**src/scms_params.svh**
```systemverilog
// Functional notes
// - Startup clears inputs, presets outputs first
// - Startup queues interrupts for running mode
// - Output transfer enabled after startup sample
// - Scan order: outputs, inputs, execute, self-test
// - Inputs sampled in the input phase and at startup sample
// - Program writes only the output image
// - Running mode serves interrupts, traffic anytime
// - Per-module exclusion from automatic image update
// - Immediate read: live pin, image untouched
// - Immediate write: pin and image together
// - One of three modes, shown on indicators
// - Downloads accepted only while halted
// - Wipe clears memories, copies load; keeps diag
// - Running entered by warm restart, no wipe
// - Power-up enters configured mode
// - Power-up errors keep device out of running
// - Mode changes by panel, halt instruction, power-up or card removal
// - Halt instruction stops execution, enters halted
// - Retentive words saved on loss, restored later
// - Card insertion erases load memory and forces
// - Card removal forces halted mode
// - Date-time record used only as whole
`ifndef SCMS_PARAMS_SVH
`define SCMS_PARAMS_SVH
`define SCMS_PTS 16
`define SCMS_MODS 2
`define SCMS_MOD_PTS 8
`define SCMS_IDX_W 4
`define SCMS_MEM_WORDS 8
`define SCMS_MEM_AW 3
`define SCMS_WORD_W 8
`define SCMS_PEND_W 4
`define SCMS_PEND_MAX 4'hf
`define SCMS_PU_HALT 2'h0
`define SCMS_PU_RUN 2'h1
`define SCMS_PU_PREV 2'h2
`define SCMS_DTL_BYTES 12
`endif

```
**src/scms_pkg.sv**
```systemverilog
package scms_pkg;
    typedef enum logic [1:0] {MODE_HALTED, MODE_STARTUP, MODE_RUNNING} scms_mode_t;
    typedef enum logic [2:0] {PH_IDLE, PH_OUT, PH_IN, PH_EXEC, PH_TEST,
        SU_CLR, SU_ROUTINE, SU_SAMPLE} scms_phase_t;
    typedef enum logic [1:0] {WP_IDLE, WP_CLR, WP_COPY} scms_wipe_t;
    // Composite date-time record, twelve bytes, only moved as a whole
    typedef struct packed {
        logic [15:0] year;
        logic [7:0] month;
        logic [7:0] day;
        logic [7:0] weekday;
        logic [7:0] hour;
        logic [7:0] minute;
        logic [7:0] second;
        logic [31:0] nanosecond;
    } scms_dtl_t;
endpackage

```
**src/scms_seq.sv**
```systemverilog
`timescale 1ns/10ps
`include "scms_params.svh"
module scms_seq
    import scms_pkg::*;
(
    input wire logic i_clk,
    input wire logic i_arst_n,
    input wire logic [1:0] i_powerup_mode,
    input wire logic i_saved_run,
    input wire logic i_diag_err,
    input wire logic i_panel_run,
    input wire logic i_panel_halt,
    input wire logic i_halt_instr,
    input wire logic i_exec_done,
    input wire logic [`SCMS_PTS-1:0] i_in_pins,
    input wire logic [`SCMS_PTS-1:0] i_subst_val,
    input wire logic i_keep_last,
    input wire logic [`SCMS_MODS-1:0] i_excl,
    input wire logic i_prog_wr,
    input wire logic [`SCMS_IDX_W-1:0] i_prog_idx,
    input wire logic i_prog_val,
    input wire logic [`SCMS_IDX_W-1:0] i_imm_rd_idx,
    input wire logic i_imm_wr,
    input wire logic [`SCMS_IDX_W-1:0] i_imm_wr_idx,
    input wire logic i_imm_wr_val,
    input wire logic i_irq,
    input wire logic i_comm_req,
    input wire logic i_dl_req,
    input wire logic [`SCMS_MEM_AW-1:0] i_dl_addr,
    input wire logic [`SCMS_WORD_W-1:0] i_dl_data,
    input wire logic i_wipe_cmd,
    input wire logic i_mem_wr,
    input wire logic i_mem_ret,
    input wire logic [`SCMS_MEM_AW-1:0] i_mem_addr,
    input wire logic [`SCMS_WORD_W-1:0] i_mem_data,
    input wire logic i_pwr_fail,
    input wire logic i_card_present,
    input wire logic i_force_wr,
    input wire logic [`SCMS_PTS-1:0] i_force_mask,
    input wire logic [`SCMS_PTS-1:0] i_force_val,
    input wire logic i_net_addr_wr,
    input wire logic [`SCMS_WORD_W-1:0] i_net_addr,
    input wire logic i_dtl_wr,
    input wire scms_dtl_t i_dtl,
    output logic o_mode_halted,
    output logic o_mode_startup,
    output logic o_mode_running,
    output logic o_startup_active,
    output logic o_exec_active,
    output logic o_selftest,
    output logic [`SCMS_PTS-1:0] o_out_pins,
    output logic [`SCMS_PTS-1:0] o_in_img,
    output logic [`SCMS_PTS-1:0] o_out_img,
    output logic o_out_en,
    output logic o_imm_rd_val,
    output logic o_irq_service,
    output logic [`SCMS_PEND_W-1:0] o_irq_pending,
    output logic o_comm_ack,
    output logic o_dl_ack,
    output logic o_dl_reject,
    output logic o_wipe_busy,
    output logic [`SCMS_WORD_W-1:0] o_mem_rd_work,
    output logic [`SCMS_WORD_W-1:0] o_mem_rd_ret,
    output logic [`SCMS_WORD_W-1:0] o_mem_rd_nonret,
    output logic [`SCMS_WORD_W-1:0] o_mem_rd_load,
    output logic o_diag_logged,
    output logic [`SCMS_WORD_W-1:0] o_net_addr,
    output scms_dtl_t o_dtl
);
    function automatic logic [`SCMS_PTS-1:0] excl_mask(input logic [`SCMS_MODS-1:0] e);
        excl_mask = {{`SCMS_MOD_PTS{e[1]}}, {`SCMS_MOD_PTS{e[0]}}};
    endfunction

    logic rst_s1_q, rst_n;
    always_ff @(posedge i_clk or negedge i_arst_n) begin
        if (!i_arst_n) begin
            rst_s1_q <= 1'b0;
            rst_n <= 1'b0;
        end else begin
            rst_s1_q <= 1'b1;
            rst_n <= rst_s1_q;
        end
    end

    scms_mode_t mode_q, mode_d;
    scms_phase_t ph_q, ph_d;
    scms_wipe_t wp_q;
    logic pwrup_q, halt_pend_q, run_pend_q, card_q, card_seen_q;
    logic [`SCMS_PTS-1:0] in_img_q, out_img_q, pins_q, frc_mask_q, frc_val_q;
    logic out_en_q, imm_rd_q, svc_q, comm_q, dl_ack_q, dl_rej_q, diag_q;
    logic [`SCMS_PEND_W-1:0] pend_q;
    logic [`SCMS_WORD_W-1:0] net_q;
    scms_dtl_t dtl_q;
    logic [`SCMS_WORD_W-1:0] work_m [`SCMS_MEM_WORDS];
    logic [`SCMS_WORD_W-1:0] ret_m [`SCMS_MEM_WORDS];
    logic [`SCMS_WORD_W-1:0] nonret_m [`SCMS_MEM_WORDS];
    logic [`SCMS_WORD_W-1:0] load_m [`SCMS_MEM_WORDS];
    // Backup copy has no reset: it models storage that outlives the power loss
    logic [`SCMS_WORD_W-1:0] ret_bk_m [`SCMS_MEM_WORDS];

    wire [`SCMS_PTS-1:0] xm = excl_mask(i_excl);
    wire running = (mode_q == MODE_RUNNING);
    wire halted = (mode_q == MODE_HALTED);
    wire card_insert = i_card_present && !card_q && card_seen_q;
    wire card_remove = !i_card_present && card_q;
    wire do_halt_instr = running && (ph_q == PH_EXEC) && i_halt_instr;
    wire scan_end = running && (ph_q == PH_TEST);
    wire su_start = (wp_q == WP_IDLE) && halted && !card_remove &&
        ((pwrup_q && !i_diag_err && (i_powerup_mode == `SCMS_PU_RUN ||
          (i_powerup_mode == `SCMS_PU_PREV && i_saved_run))) ||
         (!pwrup_q && run_pend_q));
    wire imm_wr_ok = running && i_imm_wr;
    wire [`SCMS_PTS-1:0] imm_bit = {{(`SCMS_PTS-1){1'b0}}, 1'b1} << i_imm_wr_idx;
    wire [`SCMS_PTS-1:0] prog_bit = {{(`SCMS_PTS-1){1'b0}}, 1'b1} << i_prog_idx;
    wire [`SCMS_PTS-1:0] init_val = i_keep_last ? pins_q : i_subst_val;
    wire [`SCMS_PTS-1:0] scan_out = (pins_q & xm) | (out_img_q & ~xm);
    wire prog_wr_ok = running && (ph_q == PH_EXEC) && i_prog_wr;

    always_comb begin
        mode_d = mode_q;
        ph_d = ph_q;
        case (mode_q)
            MODE_HALTED: begin
                if (su_start) begin
                    mode_d = MODE_STARTUP;
                    ph_d = SU_CLR;
                end
            end
            MODE_STARTUP: begin
                case (ph_q)
                    SU_CLR: ph_d = SU_ROUTINE;
                    SU_ROUTINE: if (i_exec_done) ph_d = SU_SAMPLE;
                    SU_SAMPLE: begin
                        mode_d = MODE_RUNNING;
                        ph_d = PH_OUT;
                    end
                    default: ph_d = SU_CLR;
                endcase
            end
            MODE_RUNNING: begin
                case (ph_q)
                    PH_OUT: ph_d = PH_IN;
                    PH_IN: ph_d = PH_EXEC;
                    PH_EXEC: if (i_exec_done) ph_d = PH_TEST;
                    PH_TEST: ph_d = PH_OUT;
                    default: ph_d = PH_OUT;
                endcase
                if (scan_end && halt_pend_q) begin
                    mode_d = MODE_HALTED;
                    ph_d = PH_IDLE;
                end
                if (do_halt_instr) begin
                    mode_d = MODE_HALTED;
                    ph_d = PH_IDLE;
                end
            end
            default: begin
                mode_d = MODE_HALTED;
                ph_d = PH_IDLE;
            end
        endcase
        if (card_remove) begin
            mode_d = MODE_HALTED;
            ph_d = PH_IDLE;
        end
    end

    always_ff @(posedge i_clk or negedge rst_n) begin
        if (!rst_n) begin
            mode_q <= MODE_HALTED;
            ph_q <= PH_IDLE;
            pwrup_q <= 1'b1;
            halt_pend_q <= 1'b0;
            run_pend_q <= 1'b0;
        end else begin
            mode_q <= mode_d;
            ph_q <= ph_d;
            pwrup_q <= 1'b0;
            // Only panel commands request changes; there is no local switch
            halt_pend_q <= (i_panel_halt && !halted) || (halt_pend_q && !halted);
            run_pend_q <= i_panel_run && halted && !su_start;
        end
    end

    always_ff @(posedge i_clk or negedge rst_n) begin
        if (!rst_n) begin
            in_img_q <= '0;
            out_img_q <= '0;
            pins_q <= '0;
            out_en_q <= 1'b0;
        end else begin
            if (mode_q == MODE_STARTUP && ph_q == SU_CLR) begin
                in_img_q <= '0;
                pins_q <= init_val;
                out_en_q <= 1'b0;
            end else if (mode_q == MODE_STARTUP && ph_q == SU_SAMPLE) begin
                in_img_q <= (in_img_q & xm) | (i_in_pins & ~xm);
                out_en_q <= 1'b1;
            end else if (running && ph_q == PH_OUT && out_en_q) begin
                pins_q <= scan_out;
            end else if (running && ph_q == PH_IN) begin
                in_img_q <= (in_img_q & xm) | (i_in_pins & ~xm);
            end
            if (prog_wr_ok) begin
                out_img_q <= i_prog_val ? (out_img_q | prog_bit) : (out_img_q & ~prog_bit);
            end
            if (imm_wr_ok) begin
                out_img_q <= i_imm_wr_val ? (out_img_q | imm_bit) : (out_img_q & ~imm_bit);
                pins_q <= i_imm_wr_val ? (pins_q | imm_bit) : (pins_q & ~imm_bit);
            end
            if (halted) begin
                out_en_q <= 1'b0;
            end
        end
    end

    always_ff @(posedge i_clk or negedge rst_n) begin
        if (!rst_n) begin
            imm_rd_q <= 1'b0;
            pend_q <= '0;
            svc_q <= 1'b0;
            comm_q <= 1'b0;
            dl_ack_q <= 1'b0;
            dl_rej_q <= 1'b0;
            card_q <= 1'b0;
            card_seen_q <= 1'b0;
            frc_mask_q <= '0;
            frc_val_q <= '0;
            diag_q <= 1'b0;
            net_q <= '0;
            dtl_q <= '0;
            wp_q <= WP_IDLE;
        end else begin
            imm_rd_q <= i_in_pins[i_imm_rd_idx];
            svc_q <= running && (i_irq || pend_q != '0);
            if (mode_q == MODE_STARTUP) begin
                if (i_irq && pend_q != `SCMS_PEND_MAX) begin
                    pend_q <= pend_q + 1'b1;
                end
            end else if (running && !i_irq && pend_q != '0) begin
                pend_q <= pend_q - 1'b1;
            end else if (halted) begin
                pend_q <= '0;
            end
            comm_q <= running && i_comm_req;
            dl_ack_q <= i_dl_req && halted;
            dl_rej_q <= i_dl_req && !halted;
            card_q <= i_card_present;
            card_seen_q <= 1'b1;
            if (card_insert) begin
                frc_mask_q <= '0;
            end else if (i_force_wr) begin
                frc_mask_q <= i_force_mask;
                frc_val_q <= i_force_val;
            end
            diag_q <= diag_q || (pwrup_q && i_diag_err);
            if (i_net_addr_wr) begin
                net_q <= i_net_addr;
            end
            if (i_dtl_wr) begin
                dtl_q <= i_dtl;
            end
            case (wp_q)
                WP_IDLE: if (i_wipe_cmd && halted) wp_q <= WP_CLR;
                WP_CLR: wp_q <= WP_COPY;
                WP_COPY: wp_q <= WP_IDLE;
                default: wp_q <= WP_IDLE;
            endcase
        end
    end

    // Memory arrays: plain storage, updated without reset so retention can be modelled
    always_ff @(posedge i_clk) begin
        for (int i = 0; i < `SCMS_MEM_WORDS; i++) begin
            if (wp_q == WP_CLR) begin
                work_m[i] <= '0;
                ret_m[i] <= '0;
                nonret_m[i] <= '0;
            end else if (wp_q == WP_COPY) begin
                work_m[i] <= load_m[i];
            end else if (pwrup_q) begin
                ret_m[i] <= ret_bk_m[i];
            end else if (mode_q == MODE_STARTUP && ph_q == SU_CLR) begin
                nonret_m[i] <= '0;
            end
            if (card_insert) begin
                load_m[i] <= '0;
            end
            if (i_pwr_fail) begin
                ret_bk_m[i] <= ret_m[i];
            end
        end
        if (i_dl_req && halted && !card_insert) begin
            load_m[i_dl_addr] <= i_dl_data;
        end
        if (i_mem_wr && wp_q == WP_IDLE && !pwrup_q) begin
            if (i_mem_ret) begin
                ret_m[i_mem_addr] <= i_mem_data;
            end else begin
                nonret_m[i_mem_addr] <= i_mem_data;
            end
        end
    end

    always_ff @(posedge i_clk or negedge rst_n) begin
        if (!rst_n) begin
            o_mem_rd_work <= '0;
            o_mem_rd_ret <= '0;
            o_mem_rd_nonret <= '0;
            o_mem_rd_load <= '0;
        end else begin
            o_mem_rd_work <= work_m[i_mem_addr];
            o_mem_rd_ret <= ret_m[i_mem_addr];
            o_mem_rd_nonret <= nonret_m[i_mem_addr];
            o_mem_rd_load <= load_m[i_mem_addr];
        end
    end

    assign o_mode_halted = halted;
    assign o_mode_startup = (mode_q == MODE_STARTUP);
    assign o_mode_running = running;
    assign o_startup_active = (mode_q == MODE_STARTUP) && (ph_q == SU_ROUTINE);
    assign o_exec_active = running && (ph_q == PH_EXEC);
    assign o_selftest = scan_end;
    assign o_out_pins = (pins_q & ~frc_mask_q) | (frc_val_q & frc_mask_q);
    assign o_in_img = in_img_q;
    assign o_out_img = out_img_q;
    assign o_out_en = out_en_q;
    assign o_imm_rd_val = imm_rd_q;
    assign o_irq_service = svc_q;
    assign o_irq_pending = pend_q;
    assign o_comm_ack = comm_q;
    assign o_dl_ack = dl_ack_q;
    assign o_dl_reject = dl_rej_q;
    assign o_wipe_busy = (wp_q != WP_IDLE);
    assign o_diag_logged = diag_q;
    assign o_net_addr = net_q;
    assign o_dtl = dtl_q;

    scan_order_a: assert property (@(posedge i_clk) disable iff (!rst_n)
        running && ph_q == PH_OUT && !card_remove |=> ph_q == PH_IN ##1 ph_q == PH_EXEC || halted)
        else $error("scan phases out of order");
    startup_clear_a: assert property (@(posedge i_clk) disable iff (!rst_n)
        mode_q == MODE_STARTUP && ph_q == SU_CLR |=> in_img_q == '0)
        else $error("input image not cleared in startup");
    irq_queue_a: assert property (@(posedge i_clk) disable iff (!rst_n)
        mode_q == MODE_STARTUP |=> !svc_q)
        else $error("interrupt serviced during startup");
    out_enable_a: assert property (@(posedge i_clk) disable iff (!rst_n)
        mode_q == MODE_STARTUP && ph_q != SU_SAMPLE |=> !out_en_q)
        else $error("output transfer enabled too early");
    img_stable_a: assert property (@(posedge i_clk) disable iff (!rst_n)
        o_exec_active && $past(o_exec_active) |-> $stable(in_img_q))
        else $error("input image moved during execution");
    prog_write_a: assert property (@(posedge i_clk) disable iff (!rst_n)
        prog_wr_ok && !imm_wr_ok |=> $stable(pins_q))
        else $error("program write reached pins");
    imm_read_a: assert property (@(posedge i_clk) disable iff (!rst_n)
        1'b1 |=> imm_rd_q == $past(i_in_pins[i_imm_rd_idx]))
        else $error("immediate read not live");
    imm_write_a: assert property (@(posedge i_clk) disable iff (!rst_n)
        imm_wr_ok |=> pins_q[$past(i_imm_wr_idx)] == $past(i_imm_wr_val)
            && out_img_q[$past(i_imm_wr_idx)] == $past(i_imm_wr_val))
        else $error("immediate write incomplete");
    one_mode_a: assert property (@(posedge i_clk) disable iff (!rst_n)
        $onehot({o_mode_halted, o_mode_startup, o_mode_running}))
        else $error("mode indicators not one-hot");
    dl_reject_a: assert property (@(posedge i_clk) disable iff (!rst_n)
        i_dl_req && !halted |=> dl_rej_q && !dl_ack_q)
        else $error("download not rejected");
    pwr_err_a: assert property (@(posedge i_clk) disable iff (!rst_n)
        pwrup_q && i_diag_err |=> halted)
        else $error("left halted despite power-up error");
    card_halt_a: assert property (@(posedge i_clk) disable iff (!rst_n)
        card_remove |=> halted)
        else $error("card removal did not halt");
    halt_instr_a: assert property (@(posedge i_clk) disable iff (!rst_n)
        do_halt_instr |=> halted && !o_exec_active)
        else $error("halt instruction ignored");
endmodule

```
**config.mk**
```make
export PLATFORM = sky130hd
export DESIGN_NAME = scms_seq
export DESIGN_NICKNAME = d
export VERILOG_FILES = /design/src/scms_pkg.sv /design/src/scms_seq.sv
export VERILOG_INCLUDE_DIRS = /design/src /design/src/src
export SDC_FILE = /design/constraint.sdc
export NUM_CORES = 1
export LEC_CHECK = 0
export BUFFER_PORTS_ARGS = -buffer_cell sky130_fd_sc_hd__buf_4
export CAP_MARGIN = 20
export CORE_ASPECT_RATIO = 0.7
export CORE_MARGIN = 5
export CORE_UTILIZATION = 45
export DETAILED_ROUTE_END_ITERATION = 6
export PLACE_DENSITY = 0.72
export REMOVE_ABC_BUFFERS = 1
export SETUP_SLACK_MARGIN = 0.3
export SYNTH_ARGS = -nofsm -noshare
export SYNTH_HDL_FRONTEND = slang
export SYNTH_SLANG_ARGS = --single-unit
```
**constraint.sdc**
```tcl
create_clock -name i_clk -period 23 [get_ports i_clk]
set_clock_uncertainty 0.2 [all_clocks]
set_input_delay 3.45 -clock i_clk [delete_from_list [all_inputs] [get_ports i_clk]]
set_output_delay 3.45 -clock i_clk [all_outputs]
set_load 0.01 [all_outputs]
```
==> results of run 1 <==
==> sequential cells by signal, summed over array words and instances (netlist names), 16 cells and up, named ones only <==
name and flops:
frc_mask_q 16, o_dtl 96, frc_val_q 16, ret_bk_m 64, work_m 64, load_m 64
o_in_img 16, nonret_m 64, ret_m 64
==> where the power goes <==
part           total [mW]  switching (mW)  leakage [nW]  internal [mW]
logic               0.672           0.386          5.22          0.286
clock network       0.896           0.389         0.857          0.506
registers            1.57           0.155          6.14           1.42
==> stage by stage <==
| stage | std cells | setup slack (ns) | power (mW) |
|---|---|---|---|
| after floorplan | 1628 | 15.59 | 1.89 |
| after global placement | 2759 | 16.69 | 2.23 |
| after detailed placement | 2763 | 16.56 | 2.25 |
| after CTS | 2862 | 17.20 | 3.15 |
| after global routing | 2873 | 17.14 | 3.27 |
| final | 2874 | 17.25 | 3.14 |
==> synthesized netlist by cell type, types with 2 or more instances <==
master	number
buf_1	10
a22o_1	65
inv_1	18
or2_2	6
nor3_1	6
o2bb2ai_1	2
o21a_1	2
o221ai_1	7
mux2i_1	49
o21ai_0	52
nand2_1	82
nor2b_1	14
o211ai_2	2
o31ai_1	2
conb_1	2
nor2_1	101
ha_1	6
dfrtp_1	240
a21oi_1	26
a222oi_1	3
a21o_1	3
o21bai_1	2
nand3b_1	6
mux2_2	183
a221oi_1	50
nor2_2	6
clkbuf_1	63
and2_1	190
a41oi_1	2
nand3_1	14
mux4_2	21
nor3_2	6
a22oi_1	16
nor3b_1	2
buf_2	21
a31oi_1	33
and3_1	9
nand2b_1	15
nand4_1	3
o22ai_1	32
or3_1	5
edfxtp_1	320
a211oi_1	2
==> worst max-delay path, cell delays in order <==
cell and delay (ns):
buf_4 0.66, inv_2 0.48, nor2_1 0.96, a221oi_1 0.26, o22ai_1 0.23
==> cells by family after synthesis <==
logic type      Yosys count  share of synthesized area
compound gates          311                     0.0936
fa+ha+maj                 6                    0.00312
flops                   561                      0.651
mux                     253                      0.126
other cells               2                   0.000312
simple gates            475                      0.107
buf+inv                 115                     0.0193
==> layout make-up <==
cell class / count / area (um2) / area share
inverter: 19 / 71.3 / 0.00240
clock buffer: 71 / 1460 / 0.0490
multi-input combinational: 1048 / 7950 / 0.267
antenna: 2 / 5.00 / 0.000168
timing repair buffer: 461 / 3470 / 0.117
clock inverter: 28 / 315 / 0.0106
sequential: 561 / 15600 / 0.526
tap: 684 / 856 / 0.0287
==> routing by layer <==
metal / GRT usage / share of wire / routed length [um] / vias up
li1: - / - / - / 7321
met1: 0.334 / 0.39 / 28800 / 8415
met2: 0.388 / 0.47 / 34800 / 955
met3: 0.0728 / 0.11 / 8220 / 129
met4: 0.0786 / 0.032 / 2350 / 8
met5: 0 / 0.00059 / 44 / -
==> worst paths after layout <==
| kind | startpoint | to | slack (ns) |
|---|---|---|---|
| max | i_mem_addr[1] | o_mem_rd_load[1] | 17.25 |
| min | rst_s1_q | rst_n | 0.16 |
| max reg2reg | wp_q[0] | ret_m[1][2] | 19.74 |
| min reg2reg | rst_s1_q | rst_n | 0.16 |
| max in group asynchronous | i_arst_n | rst_n | 20.08 |
| min in group asynchronous | rst_n | o_mem_rd_load[2] | 0.23 |
==> results.yml, run 1 <==
cts:
  postCtsSetupRepairBufs: 0
  h-tree-depth: 2
  cts_buffers: 53
  ctsHoldBuffers: 0
  cts_resized: 0
  cts_tree: "done"
  path_clk_slew_ns: 0.07
  clk_latency_ns: 0.61
  clockRootBuffer: "clkbuf_16"
  clock_path_buffers: 3
  clock_sinks: 561
sta:
  holdWs_ns: 0.158
  finalSetupTns_ns: 0
  fmax_ghz: 0.174
  maxSlewHeadroom: 0.261
  worstMarginPinSlew_ns: 1.11
  drv_slew: 0
  setup_viol: 0
  hold_viol_final: 0
  rsz0062_at_grt: "no"
  post-route-period-util: 0.250
  period_needed_ns: 5.75
grt:
  grt_use_total: 0.247
  grt_max_degree: 79
  grt_pass1_wl_um: 109000
  first_global_vias: 16963
  antenna_found_initial: 6
  grt.overflow.total: 0
detailed_routing:
  wl_per_cell_um: 25.8
  drt.antenna.violating_nets: 0
  detail_route.iter0.violations: 1853
  num_vias: 16828
  viasPerCell: 5.86
  routed_wirelength_um: 74200
  drc: 0
  drtPass1Iterations: 5
power:
  powerDensity_mw_per_mm2: 106
  leakage_nw: 12.2
  ir_drop_mv: 0.0622
die:
  core_mm2: 0.0526
  die_area_mm2: 0.0582
  start_util: 0.457
  fp.dieW_um: 286
  io-pin-count: 432
  die_h_um: 203
  core.rowCount: 70
setup_path:
  cp-start-kind: "input pin"
  end_kind: "flip-flop"
  critical_path_required_ns: 23.31
  criticalPathCategory: "input pin to flip-flop"
  worst_ep_arrival_time_ns: 6.06
  path_max_fanout: 58
  worstRegToRegCells: 6
synth:
  synthArstFlopShare: 0.430
  syn_area_mm2: 0.0240
  synth_warnings: 0
  yosys-top-cells-area: "edfxtp_1 40%, dfrtp_1 25%, mux2_2 8.6%, and2_1 4.9%, a22o_1 2.4%"
  synth-main-ff-cell: "edfxtp_1"
  synth-edff-count: 320
  synth.avg_cell_area_um2: 14.0
  syn_inst: 1723
  synth_cell_type_count: 67
  synth.ff_latch_count: 561
  synth_top_area_cell: "edfxtp_1"
  synth_top_area_frac: 0.400
  ys_seq_area_frac: 0.651
job:
  maxCapViolations: 0
layout:
  area_growth_pct: 23.8
  nets: 2380
  layout_commonest_cell: "buf_4"
  mostFrequentLayoutCells: "450 x buf_4, 320 x edfxtp_1, 239 x dfrtp_1, 190 x and2_1, 183 x mux2_2"
  fin_util: 0.566
  drive_gt1_frac: 0.358
  design_area_mm2: 0.0298
  fillCellCount: 4260
placement:
  io_buffers: 431
  place_congestion: 0.946
  dpl.hpwl_um: 53200
  place_area_mm2: 0.0279
outcome:
  status: "finished, final reports clean"
hold_path:
  min_path_cells: 0
  hold_path_class: "flip-flop to flip-flop"
Power figures use the tool's default switching activity.
==> run 2, diff against run 1 <==
==> constraint.sdc (replaced) <==
create_clock -name i_clk -period 5.3 [get_ports i_clk]
set_clock_uncertainty 0.2 [all_clocks]
set_input_delay 0.795 -clock i_clk [delete_from_list [all_inputs] [get_ports i_clk]]
set_output_delay 0.795 -clock i_clk [all_outputs]
set_load 0.01 [all_outputs]
==> run 2 against run 1 <==
Net effect:
- cell count is 0.42% higher
- die area stayed put
- clock-buffer cell count is 2 lower
- via count is 0.14% higher
- hold slack worse by 0.047 ns
- register-to-register slack worse by 18 ns
- sequential share of layout area is 0.37 points lower
- core utilization is 0.40 points higher
- clock power grew to 4.7 times the previous value
- routed wire length is 1.0% higher
- first-iteration DRC count is 1.2% lower
- largest cell class unchanged
==> results.yml, run 2 (synthesized netlist as in run 1, its figures left out) <==
die:
  die_area_mm2: 0.0582
  core.rowCount: 70
  die_h_um: 203
  start_util: 0.457
  fp.dieW_um: 286
  io-pin-count: 432
  core_mm2: 0.0526
sta:
  hold_viol_final: 0
  maxSlewHeadroom: 0.247
  fmax_ghz: 0.322
  rsz0062_at_grt: "no"
  finalSetupTns_ns: 0
  holdWs_ns: 0.111
  post-route-period-util: 0.586
  worst_slack_ns: 2.20
  worstMarginPinSlew_ns: 1.12
  period_needed_ns: 3.10
  setup_viol: 0
  drv_slew: 0
setup_path:
  critPathLaunch: "mode_q[1]"
  slowest_stage: "dfrtp_1"
  path_max_fanout: 16
  worstRegToRegCells: 4
  cpPeakStageDelay_ns: 0.67
  r2r-start: "mode_q[0]"
  criticalPathCategory: "flip-flop to output pin"
  worst_ep_arrival_time_ns: 2.11
  cp_cell_sequence: "nand2b_1 > nor3_2 > buf_4"
  cp-endpoint: "o_exec_active"
  cp-start-kind: "flip-flop"
  end_kind: "output pin"
  reg2reg_slack_ns: 2.20
  critical_path_required_ns: 4.30
layout:
  fillCellCount: 4211
  nets: 2386
  drive_gt1_frac: 0.362
  final_cells: 2886
  mostFrequentLayoutCells: "454 x buf_4, 320 x edfxtp_1, 239 x dfrtp_1, 190 x and2_1, 183 x mux2_2"
  seqCellArea_mm2: 0.0156
  largest_register_ffs: 96
  layout_commonest_cell: "buf_4"
  multi_input_area_mm2: 0.00795
  area_growth_pct: 24.7
detailed_routing:
  wl_per_cell_um: 26.0
  routed_wirelength_um: 74900
  drt.antenna.violating_nets: 0
  num_vias: 16851
  drc: 0
  drtPass1Iterations: 7
  viasPerCell: 5.84
  detail_route.iter0.violations: 1831
cts:
  clk_latency_ns: 0.63
  clockRootBuffer: "clkbuf_16"
  clock_sinks: 561
  cts_tree: "done"
  path_clk_slew_ns: 0.07
  h-tree-depth: 2
  cts_buffers: 54
  clock_path_buffers: 3
grt:
  grt_use_total: 0.249
  grt.overflow.total: 0
  first_global_vias: 17043
  grt_max_degree: 94
  grt_pass1_wl_um: 110000
  antenna_found_initial: 12
hold_path:
  hold_path_class: "input pin to flip-flop"
power:
  powerDensity_mw_per_mm2: 466
  ir_drop_mv: 0.380
  leakage_nw: 12.3
placement:
  place_congestion: 0.945
  dpl.hpwl_um: 53100
  dp.cells: 2770
  post-place-ws_ns: 1.55
  io_buffers: 431
job:
  maxCapViolations: 0
outcome:
  status: "finished, final reports clean"
==> run 2: cell count changes in the layout (fill, tap and decap cells not counted), sizes merged <==
cell and delta:
buf +2, bufinv +4, clkinv -3, diode +4
dlygate4sd3 +1, inv +4
==> run 2: metrics by stage <==
step	area [um2]	power, mW	utilization
floorplan	23600	8.22	-
global placement	27900	9.67	0.532
detailed placement	28000	9.77	0.532
CTS	29900	14.0	0.569
global route	30000	14.5	0.570
finish	30000	14.0	0.570
==> run 2: how the worst min path moves through the flow <==
stage,slack [ns],depth (start not counted),endpoint,start
5_1_grt,0.08,1,card_q,i_card_present
2_1_floorplan,0.13,0,rst_n,rst_s1_q
3_3_place_gp,0.14,0,rst_n,rst_s1_q
3_5_place_dp,0.14,0,rst_n,rst_s1_q
4_1_cts,0.08,1,card_q,i_card_present
6_report,0.11,1,card_q,i_card_present
==> run 2: critical path, delay by kind of cell, from the launching register on <==
family                 cells  cell delay [ns]
flip-flops                 1             0.67
buffers and inverters      1             0.22
AND/OR/NAND/NOR            2             0.61
==> run 2: timing repair <==
action                                 in CTS  in global routing
hold buffers                                1                  0
setup buffers                               0                  0
resized for setup                           0                  0
endpoints found under the hold margin       2                  0
==> run 2: final cells by class <==
| type | count | share of cell area |
|---|---|---|
| diodes | 6 | 0.000501 |
| clock buffers | 69 | 0.0496 |
| clock inverters | 33 | 0.0150 |
| inverters | 19 | 0.00238 |
| multi-input cells | 1048 | 0.265 |
| flip-flops and latches | 561 | 0.522 |
| well taps | 684 | 0.0285 |
| repair buffers | 466 | 0.117 |
==> run 2: power by group <==
| group | switching (mW) | leakage [nW] | internal, mW |
|---|---|---|---|
| sequential | 0.657 | 6.14 | 6.15 |
| combinational | 1.69 | 5.24 | 1.25 |
| clock | 1.76 | 0.945 | 2.45 |
| total | 4.11 | 12.3 | 9.85 |
==> run 2: routing by layer <==
layer  global-route usage  wire length (um)  vias to the layer above  part of all wire
li1                     -                 -                     7318                 -
met1                0.332             29100                     8425              0.39
met2                0.395             35200                      944              0.47
met3               0.0799              8330                      150              0.11
met4               0.0720              2180                       14             0.029
met5                    0                81                        -            0.0011
==> run 3, diff against run 2 <==
==> constraint.sdc (replaced) <==
create_clock -name i_clk -period 3.1 [get_ports i_clk]
set_clock_uncertainty 0.2 [all_clocks]
set_input_delay 0.465 -clock i_clk [delete_from_list [all_inputs] [get_ports i_clk]]
set_output_delay 0.465 -clock i_clk [all_outputs]
set_load 0.01 [all_outputs]
==> run 3 against run 2 <==
Net effect:
- cell area increased by 6.5%
- first-iteration DRC count down 9.8%
- setup slack got worse by 1.7 ns
- sequential power rose by 70%
- critical path depth up 4
- clock power is 55% higher
==> results.yml, run 3 (synthesized netlist as in run 1, its figures left out) <==
grt:
  first_global_vias: 18483
  met1_usage: 0.355
  use_met2: 0.423
  grt_pass1_wl_um: 118000
  grt_use_total: 0.267
  gr-usage-met3: 0.0771
  grt.overflow.total: 0
  busiest_layer: "met2"
  grt_max_degree: 67
  antenna_found_initial: 15
layout:
  fillCellCount: 3957
  mostFrequentLayoutCells: "498 x buf_4, 320 x edfxtp_1, 237 x dfrtp_1, 190 x and2_1, 183 x mux2_2"
  area_growth_pct: 32.8
  nets: 2605
  layout_commonest_cell: "buf_4"
  largest_register_ffs: 96
  drive_gt1_frac: 0.345
detailed_routing:
  drc: 0
  drt.antenna.violating_nets: 0
  routed_wirelength_um: 79700
  detail_route.iter0.violations: 1652
  viasPerCell: 5.76
  num_vias: 17907
  wl_per_cell_um: 25.7
  drtPass1Iterations: 6
setup_path:
  worst_ep_arrival_time_ns: 2.74
  reg2reg_slack_ns: 0.49
  criticalPathCategory: "flip-flop to flip-flop"
  worstRegToRegCells: 7
  cp-start-kind: "flip-flop"
  path_max_fanout: 5
  r2r-start: "wp_q[0]"
  end_kind: "flip-flop"
  critical_path_required_ns: 3.23
  r2r-end: "nonret_m[1][7]"
power:
  power.switching_mw: 7.13
  leakage_nw: 13.2
  ir_drop_mv: 0.605
  powerDensity_mw_per_mm2: 740
  p_clk_frac: 0.275
  comb_power_share: 0.232
  pwr-share-seq: 0.493
  p_int_mw: 16.5
  switching_share: 0.302
  total_power_mw: 23.6
sta:
  post-route-period-util: 0.842
  period_needed_ns: 2.61
  setup_viol: 0
  maxSlewHeadroom: 0.357
  rsz0062_at_grt: "no"
  fmax_ghz: 0.383
  hold_viol_final: 0
  drv_slew: 0
  holdWs_ns: 0.0360
  worstMarginPinSlew_ns: 0.961
hold_path:
  hold_path_class: "input pin to flip-flop"
  min_path_cells: 2
  holdCritStartpoint: "i_net_addr_wr"
  hold_path_end: "o_net_addr[1]"
cts:
  postCtsSetupRepairBufs: 0
  path_clk_slew_ns: 0.07
  clock_path_buffers: 3
  h-tree-depth: 2
  cts_buffers: 53
  cts_tree: "done"
  clk_latency_ns: 0.62
  clock_sinks: 561
  clockRootBuffer: "clkbuf_16"
die:
  die_area_mm2: 0.0582
  die_h_um: 203
  io-pin-count: 432
  core_mm2: 0.0526
  start_util: 0.457
  core.rowCount: 70
  fp.dieW_um: 286
job:
  maxCapViolations: 0
placement:
  dpl.hpwl_um: 55200
  place_congestion: 0.924
  io_buffers: 431
outcome:
  status: "finished, final reports clean"
## run 3: cell count changes in the layout (fill, tap and decap cells not counted), sizes merged
cell / before / now
buf: 462 / 505
bufinv: 9 / 3
clkbuf: 72 / 70
clkinv: 14 / 23
clkinvlp: 5 / 3
diode: 6 / 9
dlygate4sd3: 1 / 179
inv: 24 / 22
## run 3: worst max path at each step
stage,startpoint,end,slack [ns],depth (start not counted)
6_report,wp_q[0],nonret_m[1][7],0.49,7
5_1_grt,mode_q[0],o_selftest,0.39,3
4_1_cts,wp_q[0],nonret_m[3][4],0.32,6
3_5_place_dp,wp_q[0],nonret_m[3][4],0.32,6
3_3_place_gp,wp_q[0],nonret_m[3][2],0.44,6
2_1_floorplan,rst_n,async pin,-4.31,0
## run 3: routing by layer
metal	routed length (um)	vias to the layer above
met4	3100	8
met5	46	-
met1	31000	8985
met3	8150	168
met2	37400	987
li1	-	7759
## run 3: repair_timing
action,in CTS,in global routing
endpoints found under the hold margin,232,0
hold buffers,179,0
resized for setup,0,3
endpoints found under the setup margin,0,16
## run 3: metrics by stage
stage / TNS (ns) / setup slack, ns / cell area (um2) / utilization / instances
floorplan: -1174.71 / -4.31 / 23600 / - / 1628
global placement: 0 / 0.441 / 28400 / 0.540 / 2816
detailed placement: 0 / 0.325 / 28400 / 0.540 / 2816
CTS: 0 / 0.324 / 31900 / 0.607 / 3095
global route: 0 / 0.392 / 31900 / 0.607 / 3105
finish: 0 / 0.490 / 31900 / 0.608 / 3107
## run 3: final cells by class
class	count	area, um2	area share
Multi-Input combinational cell	1048	7950	0.249
Sequential cell	561	15600	0.490
Antenna cell	9	22.5	0.000705
Inverter	19	71.3	0.00223
Clock inverter	32	270	0.00846
Clock buffer	68	1440	0.0452
Tap cell	684	856	0.0268
Timing Repair Buffer	686	5670	0.178
## run 3: worst max-delay path, stage by stage (launching register included)
cell,delay [ns]
dfrtp_1,0.38
inv_1,0.13
ha_2,0.24
nand2_1,0.07
nor3_1,0.29
nand2_1,0.14
o21ai_0,0.59
clkbuf_2,0.28
## run 3: power by group through the flow
stage,clock network [mW],logic [mW],registers (mW)
6_report,6.51,5.49,11.6
5_1_grt,6.90,5.90,11.8
4_1_cts,6.58,5.44,11.6
3_5_place_dp,0,5.21,11.7
3_3_place_gp,0,5.10,11.6
2_1_floorplan,0,2.59,11.5
